$ cat src/scs_regs.vh
// Purpose: Constants for the switching clock and sync mode block
// Assumes: 10 MHz system clock
// Notes:   Frequencies in kHz; periods in system clock cycles
`ifndef SCS_REGS_VH
`define SCS_REGS_VH
`define SCS_CLK_KHZ        14'd10000
`define SCS_MODE_STANDALONE 16'h0000
`define SCS_MODE_MASTER    16'h0100
`define SCS_MODE_SLAVE_IN  16'h0120
`define SCS_MODE_SLAVE_OUT 16'h0121
`define SCS_STEP_KHZ       11'd50
`define SCS_FREQ_MIN_KHZ   11'd300
`define SCS_FREQ_MAX_KHZ   11'd1500
`define SCS_SYNC_TIMEOUT_US 16'd10
`define SCS_SYNC_TIMEOUT   16'd100
`define SCS_CODE_W         4
`define SCS_PER_W          6
`endif

$ cat src/scs_switch_clock.v
// Purpose: Switching clock generation and sync mode control
// Assumes: Resistor code arrives digitised with a valid strobe during power-up
// Notes:   Periods are whole system cycles, so frequencies are approximate
`timescale 1ns/1ns
`default_nettype none
`include "scs_regs.vh"

// What this block does
// - Fifteen resistor codes map 300 to 1500 kHz
// - Resistor code latched once at power-up
// - Override frequency writes in 50 kHz steps
// - Four modes, master by default
// - Mode values 0000, 0100, 0120, 0121 select mode
// - Standalone releases the pin after power-up
// - Master drives 50 percent wave, one system cycle behind the switching node
// - Slave in phase locks to external clock
// - Slave out of phase switches half period away
// - No external clock means own frequency
module scs_switch_clock (
	// Clock and reset
	input  wire        clk_sys,
	input  wire        rst_n,
	// Power-up resistor measurement
	input  wire [3:0]  rate_set_resistor,
	input  wire        rate_set_valid,
	input  wire        power_up_done,
	// Command side
	input  wire        freq_override_we,
	input  wire [4:0]  freq_override_steps,
	input  wire        phase_mode_command_we,
	input  wire [15:0] phase_mode_command,
	// Rate/sync pin
	input  wire        rate_sync_pin_in,
	output reg         rate_sync_pin_out,
	output reg         rate_sync_pin_oe,
	output reg         rate_sync_pin_inject,
	// Switching clock and status
	output reg         switch_node,
	output reg         sync_locked,
	output reg  [15:0] mode_reg_out
);

	// Mode encodings held internally
	localparam MODE_STAND = 2'b00;
	localparam MODE_MASTER = 2'b01;
	localparam MODE_SL_IN = 2'b10;
	localparam MODE_SL_OUT = 2'b11;

	// Resistor code to frequency in kHz
	function [10:0] code_to_khz;
		input [3:0] code;
		begin
			case (code)
			4'h0: code_to_khz = `SCS_FREQ_MIN_KHZ;
			4'h1: code_to_khz = 11'd400;
			4'h2: code_to_khz = 11'd500;
			4'h3: code_to_khz = 11'd550;
			4'h4: code_to_khz = 11'd600;
			4'h5: code_to_khz = 11'd650;
			4'h6: code_to_khz = 11'd700;
			4'h7: code_to_khz = 11'd750;
			4'h8: code_to_khz = 11'd800;
			4'h9: code_to_khz = 11'd850;
			4'hA: code_to_khz = 11'd900;
			4'hB: code_to_khz = 11'd950;
			4'hC: code_to_khz = 11'd1000;
			4'hD: code_to_khz = 11'd1250;
			default: code_to_khz = `SCS_FREQ_MAX_KHZ;
			endcase
		end
	endfunction

	// Half period in system cycles for a frequency in kHz
	function [`SCS_PER_W-1:0] khz_to_half;
		input [10:0] khz;
		reg   [13:0] full;
		begin
			full = `SCS_CLK_KHZ / {3'h0, khz};
			khz_to_half = full[`SCS_PER_W:1];
		end
	endfunction

	reg        sync_m_reg;
	reg        sync_s_reg;
	reg        sync_d_reg;
	reg        latched_reg;
	reg [10:0] freq_khz_reg;
	reg [1:0]  mode_reg;
	reg [15:0] timeout_reg;
	reg [`SCS_PER_W-1:0] own_half_reg;
	reg [`SCS_PER_W-1:0] ext_half_reg;
	reg [`SCS_PER_W:0]   ext_cnt_reg;
	reg [`SCS_PER_W-1:0] phase_cnt_reg;
	reg        ext_ok_reg;
	reg        power_done_reg;
	reg        edge_seen_reg;

	wire       ext_rise = sync_s_reg & ~sync_d_reg;
	wire       slave = mode_reg[1];
	wire       follow = slave & ext_ok_reg;
	wire [`SCS_PER_W-1:0] half = follow ? ext_half_reg : own_half_reg;
	wire [11:0] ovr_khz = {7'h00, freq_override_steps} * {1'b0, `SCS_STEP_KHZ};
	// The counter holds the cycles between edges minus one, so one is added back
	wire [`SCS_PER_W+1:0] ext_period = {1'b0, ext_cnt_reg} + {{(`SCS_PER_W+1){1'b0}}, 1'b1};

	// Pin is asynchronous to clk_sys, two stages before use
	always @(posedge clk_sys or negedge rst_n) begin
		if (!rst_n) begin
			sync_m_reg <= 1'b0;
			sync_s_reg <= 1'b0;
			sync_d_reg <= 1'b0;
		end else begin
			sync_m_reg <= rate_sync_pin_in;
			sync_s_reg <= sync_m_reg;
			sync_d_reg <= sync_s_reg;
		end
	end

	// Frequency source and mode
	always @(posedge clk_sys or negedge rst_n) begin
		if (!rst_n) begin
			latched_reg <= 1'b0;
			freq_khz_reg <= `SCS_FREQ_MIN_KHZ;
			mode_reg <= MODE_MASTER;
			mode_reg_out <= `SCS_MODE_MASTER;
			power_done_reg <= 1'b0;
		end else begin
			power_done_reg <= power_up_done;
			// Measured once only, later strobes ignored
			if (rate_set_valid && !latched_reg && !power_done_reg) begin
				latched_reg <= 1'b1;
				freq_khz_reg <= code_to_khz(rate_set_resistor);
			end else if (freq_override_we && ovr_khz >= {1'b0, `SCS_FREQ_MIN_KHZ}
				&& ovr_khz <= {1'b0, `SCS_FREQ_MAX_KHZ}) begin
				freq_khz_reg <= ovr_khz[10:0];
			end
			if (phase_mode_command_we) begin
				case (phase_mode_command)
				`SCS_MODE_STANDALONE: begin
					mode_reg <= MODE_STAND;
					mode_reg_out <= phase_mode_command;
				end
				`SCS_MODE_MASTER: begin
					mode_reg <= MODE_MASTER;
					mode_reg_out <= phase_mode_command;
				end
				`SCS_MODE_SLAVE_IN: begin
					mode_reg <= MODE_SL_IN;
					mode_reg_out <= phase_mode_command;
				end
				`SCS_MODE_SLAVE_OUT: begin
					mode_reg <= MODE_SL_OUT;
					mode_reg_out <= phase_mode_command;
				end
				default: begin
					mode_reg <= mode_reg;
				end
				endcase
			end
		end
	end

	// External clock detection and period measurement
	always @(posedge clk_sys or negedge rst_n) begin
		if (!rst_n) begin
			own_half_reg <= {`SCS_PER_W{1'b1}};
			timeout_reg <= 16'h0000;
			ext_ok_reg <= 1'b0;
			ext_cnt_reg <= {(`SCS_PER_W+1){1'b0}};
			ext_half_reg <= {`SCS_PER_W{1'b1}};
			edge_seen_reg <= 1'b0;
		end else begin
			own_half_reg <= khz_to_half(freq_khz_reg);
			if (!power_done_reg || !slave) begin
				ext_ok_reg <= 1'b0;
				edge_seen_reg <= 1'b0;
				timeout_reg <= 16'h0000;
				ext_cnt_reg <= {(`SCS_PER_W+1){1'b0}};
			end else if (ext_rise) begin
				timeout_reg <= 16'h0000;
				ext_cnt_reg <= {(`SCS_PER_W+1){1'b0}};
				edge_seen_reg <= 1'b1;
				// Needs two edges so the measured period is real
				if (edge_seen_reg) begin
					ext_half_reg <= ext_period[`SCS_PER_W:1];
					ext_ok_reg <= 1'b1;
				end
			end else begin
				if (ext_cnt_reg != {(`SCS_PER_W+1){1'b1}})
					ext_cnt_reg <= ext_cnt_reg + 1'b1;
				// A stale first edge must not start a bogus period measurement
				if (timeout_reg >= `SCS_SYNC_TIMEOUT - 16'd1) begin
					ext_ok_reg <= 1'b0;
					edge_seen_reg <= 1'b0;
				end else
					timeout_reg <= timeout_reg + 16'd1;
			end
		end
	end

	// Switching clock: a counter over each half period
	always @(posedge clk_sys or negedge rst_n) begin
		if (!rst_n) begin
			phase_cnt_reg <= {`SCS_PER_W{1'b0}};
			switch_node <= 1'b0;
			sync_locked <= 1'b0;
		end else begin
			sync_locked <= follow;
			if (follow && ext_rise) begin
				// Re-align on each external rising edge
				phase_cnt_reg <= {`SCS_PER_W{1'b0}};
				switch_node <= (mode_reg == MODE_SL_OUT) ? 1'b0 : 1'b1;
			end else if (phase_cnt_reg >= half - 1'b1) begin
				phase_cnt_reg <= {`SCS_PER_W{1'b0}};
				switch_node <= ~switch_node;
			end else begin
				phase_cnt_reg <= phase_cnt_reg + 1'b1;
			end
		end
	end

	// Pin drive
	always @(posedge clk_sys or negedge rst_n) begin
		if (!rst_n) begin
			rate_sync_pin_out <= 1'b0;
			rate_sync_pin_oe <= 1'b0;
			rate_sync_pin_inject <= 1'b1;
		end else begin
			rate_sync_pin_inject <= ~latched_reg & ~power_done_reg;
			rate_sync_pin_oe <= power_done_reg && (mode_reg == MODE_MASTER);
			// Registered copy of the switching node keeps the wave at 50 percent, one clk_sys cycle behind it
			rate_sync_pin_out <= power_done_reg && (mode_reg == MODE_MASTER) && switch_node;
		end
	end

endmodule
`default_nettype wire

$ cat config.mk
export PLATFORM = sky130hd
export DESIGN_NAME = scs_switch_clock
export DESIGN_NICKNAME = d
export VERILOG_FILES = /design/src/scs_switch_clock.v
export VERILOG_INCLUDE_DIRS = /design/src /design/src/src
export SDC_FILE = /design/constraint.sdc
export NUM_CORES = 1
export LEC_CHECK = 0
export BUFFER_PORTS_ARGS = -buffer_cell sky130_fd_sc_hd__buf_2
export CORE_UTILIZATION = 48
export CTS_BUF_LIST = sky130_fd_sc_hd__clkbuf_8
export DETAILED_ROUTE_END_ITERATION = 8
export GPL_TIMING_DRIVEN = 0
export PLACE_DENSITY_LB_ADDON = 0.25
export SKIP_LAST_GASP = 1
export SYNTH_ARGS = -nofsm -noshare
export SYNTH_HDL_FRONTEND = slang
export SYNTH_SLANG_ARGS = --single-unit
export TNS_END_PERCENT = 1
$ cat constraint.sdc
create_clock -name clk_sys -period 19.1 [get_ports clk_sys]
set_input_delay 2.865 -clock clk_sys [delete_from_list [all_inputs] [get_ports clk_sys]]
set_output_delay 2.865 -clock clk_sys [all_outputs]
set_load 0.01 [all_outputs]
==> impl_metrics.toml <==
[clocking]
clk_pin_slew_ps = 90
cts_buffers = 9
cts_sinks = 81
cts.path.max_buffers = 2
worstSkewPairLatency_ps = 370
cts_root_buf = "clkbuf_8"
cts_tree = "built"
cts_max_level = 3

[min_path]
hold_path_class = "flop to flop"
hold_depth = 0

[sta]
skew_ps = 11.6
fin_tns_setup_ps = 0
post-route-min-period_ps = 17720
worstMarginPinSlew_ps = 695
fin_hold_ws_ps = 362
fmax_mhz = 56.4
finalCritPeriodShare_pct = 92.8
finalHoldViolCount = 0
max_slew_margin_pct = 53.5
final-setup-viol-count = 0
drv_slew = 0

[final_layout]
fillers = 1360
final_area_sq_mm = 0.00790
drive_above_1_share_pct = 18.0
regArea_sq_mm = 0.00205
antenna_cells = 0
multi_input_area_sq_mm = 0.00491
fin_nets = 986
areaGrowthSynthToFinish_pct = 11.3

[detailed_routing]
dr.pass1.iters = 5
ant_nets = 0
detail_route.wl_per_cell_microns = 14.6
drtIter0Drc = 245
routed_via_density = 5.61
drc = 0
routed_wl_microns = 15300
num_vias = 5864

[die]
die_area_sq_mm = 0.0153
start_util_pct = 49.0
fp.dieH_microns = 124
core_sq_mm = 0.0145
chipWidth_microns = 124
ios = 53
fp-row-count = 44

[grt]
grt_usage_pct = 20.8
grt_max_degree = 66
grt_overflow = 0
grt_pass1_wl_microns = 25300
grt_pass1_vias = 5513
antenna_found_initial = 0

[synthesis]
ys_async_sr_fraction_pct = 100
synth_cell_type_count = 72
ys.flop_type = "dfrtp_1"
avgSynthCellArea_sq_um = 8.93
synth_edf_count = 0
syn_inst = 795
syn-cell-area_sq_mm = 0.00710
syn_nets = 924
seq_area_frac_synth_pct = 28.9
synth_seq_cells = 81
yosysWarnings = 0

[critical_path]
cp-end-kind = "flop"
path_class = "flop to flop"
crit_fanout = 15
path_common_cell = "ha_1"
critical_path_arrival_ps = 18010
rr_worst_depth = 80
critPathSlowestCell = "a211o_2"
crit_required_ps = 19390
cpPeakStageDelay_ps = 480
start_kind = "flop"

[place]
io_buffers = 51
place_area_sq_mm = 0.00761
dp_hpwl_microns = 11800
gp_congestion = 0.814

[run_status]
status = "completed"

[flow_run]
max-cap-violations = 0
-- final timing paths --
check,to,slack (ps),startpoint
worst min-delay path,sync_s_reg,360,sync_m_reg
worst max register to register,own_half_reg[0],1380,freq_khz_reg[9]
min in group asynchronous,phase_cnt_reg[4],2370,rst_n
worst min register to register,sync_s_reg,360,sync_m_reg
worst max-delay path,own_half_reg[0],1380,freq_khz_reg[9]
max in group asynchronous,mode_reg_out[8],16100,rst_n
-- cells by family (layout without fill, tap and decap cells) --
logic type	Yosys count	after routing	share of synthesized area, %
compound gates	192	192	18.0
xor+xnor	62	62	7.65
buf+inv	54	121	2.89
flops	81	81	28.9
simple gates	267	267	18.8
mux	42	42	6.50
fa+ha+maj	97	97	17.3
-- cells in the final DEF (no fill, tap or decap), drive strengths merged, types with 4 or more instances in the layout --
master	instances
a211oi	10
a21boi	6
a21o	12
a21oi	56
a31o	4
a31oi	8
and2	15
buf	56
clkbuf	20
dfrtp	62
dfstp	19
ha	95
inv	39
mux2	27
mux2i	15
nand2	35
nand2b	11
nand3	18
nand4	7
nor2	96
nor2b	25
nor3	23
nor4	5
o2111ai	4
o211ai	4
o21a	20
o21ai	32
o31a	7
o41ai	4
or2	11
or3	7
xnor2	36
xor2	26
-- routing by layer --
metal	wire [microns]	vias up	global-route usage (%)
met3	402	16	3.57
li1	-	2995	-
met2	7210	62	34.4
met1	7500	2791	28.3
met5	0	-	0
met4	197	0	4.44
-- metrics by stage --
stage | std cells | setup slack (ps) | util (%)
after floorplan | 795 | 1890 | -
after global placement | 1030 | -1090 | 52.4
after detailed placement | 1031 | -1080 | 52.6
after CTS | 1047 | 38.5 | 54.2
after global routing | 1046 | -8.79 | 54.6
final | 1046 | 1380 | 54.6
-- worst max-delay path: cells and delay by family, from the launching register on --
kind | cells | cell delay [ps]
fa+ha+maj | 11 | 3340
flops | 1 | 430
buf+inv | 3 | 550
compound gates | 38 | 7510
simple gates | 24 | 4400
mux | 4 | 1410
-- cells in the mapped netlist, types with 5 or more instances --
cell type,number,area [sq um]
a211oi_1,9,67.6
nor3_1,22,110
a31oi_1,8,50.1
nor2b_1,25,156
dfstp_2,19,499
xnor2_1,36,315
nor4_1,5,31.3
mux2i_1,15,150
o21ai_0,28,140
inv_1,34,128
xor2_1,26,228
a21o_1,12,90.1
and2_1,15,93.8
o21a_1,20,150
nor2_1,95,357
nand4_1,7,43.8
nand2_1,35,131
mux2_2,25,282
o31a_1,7,61.3
a21oi_1,56,280
clkbuf_1,13,48.8
dfrtp_1,62,1550
nand3_1,17,85.1
or3_1,7,43.8
nand2b_1,11,68.8
ha_1,95,1190
or2_2,9,56.3
-- final cells by class --
cell class	count	area share [%]
Timing Repair Buffer	54	3.80
Sequential cell	81	25.9
Tap cell	184	2.91
Inverter	38	1.90
Buffer	13	0.665
Clock inverter	7	1.06
Multi-Input combinational cell	660	62.1
Clock buffer	9	1.57
-- timing repair --
action | in CTS | in global routing
pin swaps | 1 | 1
gates resized for setup | 3 | 15
setup endpoints to repair | 1 | 1
setup buffers | 1 | 1
hold buffers | 0 | 0
Power is not shown: default switching activity piles up to over one toggle a cycle in this logic, so the estimate is an artifact.
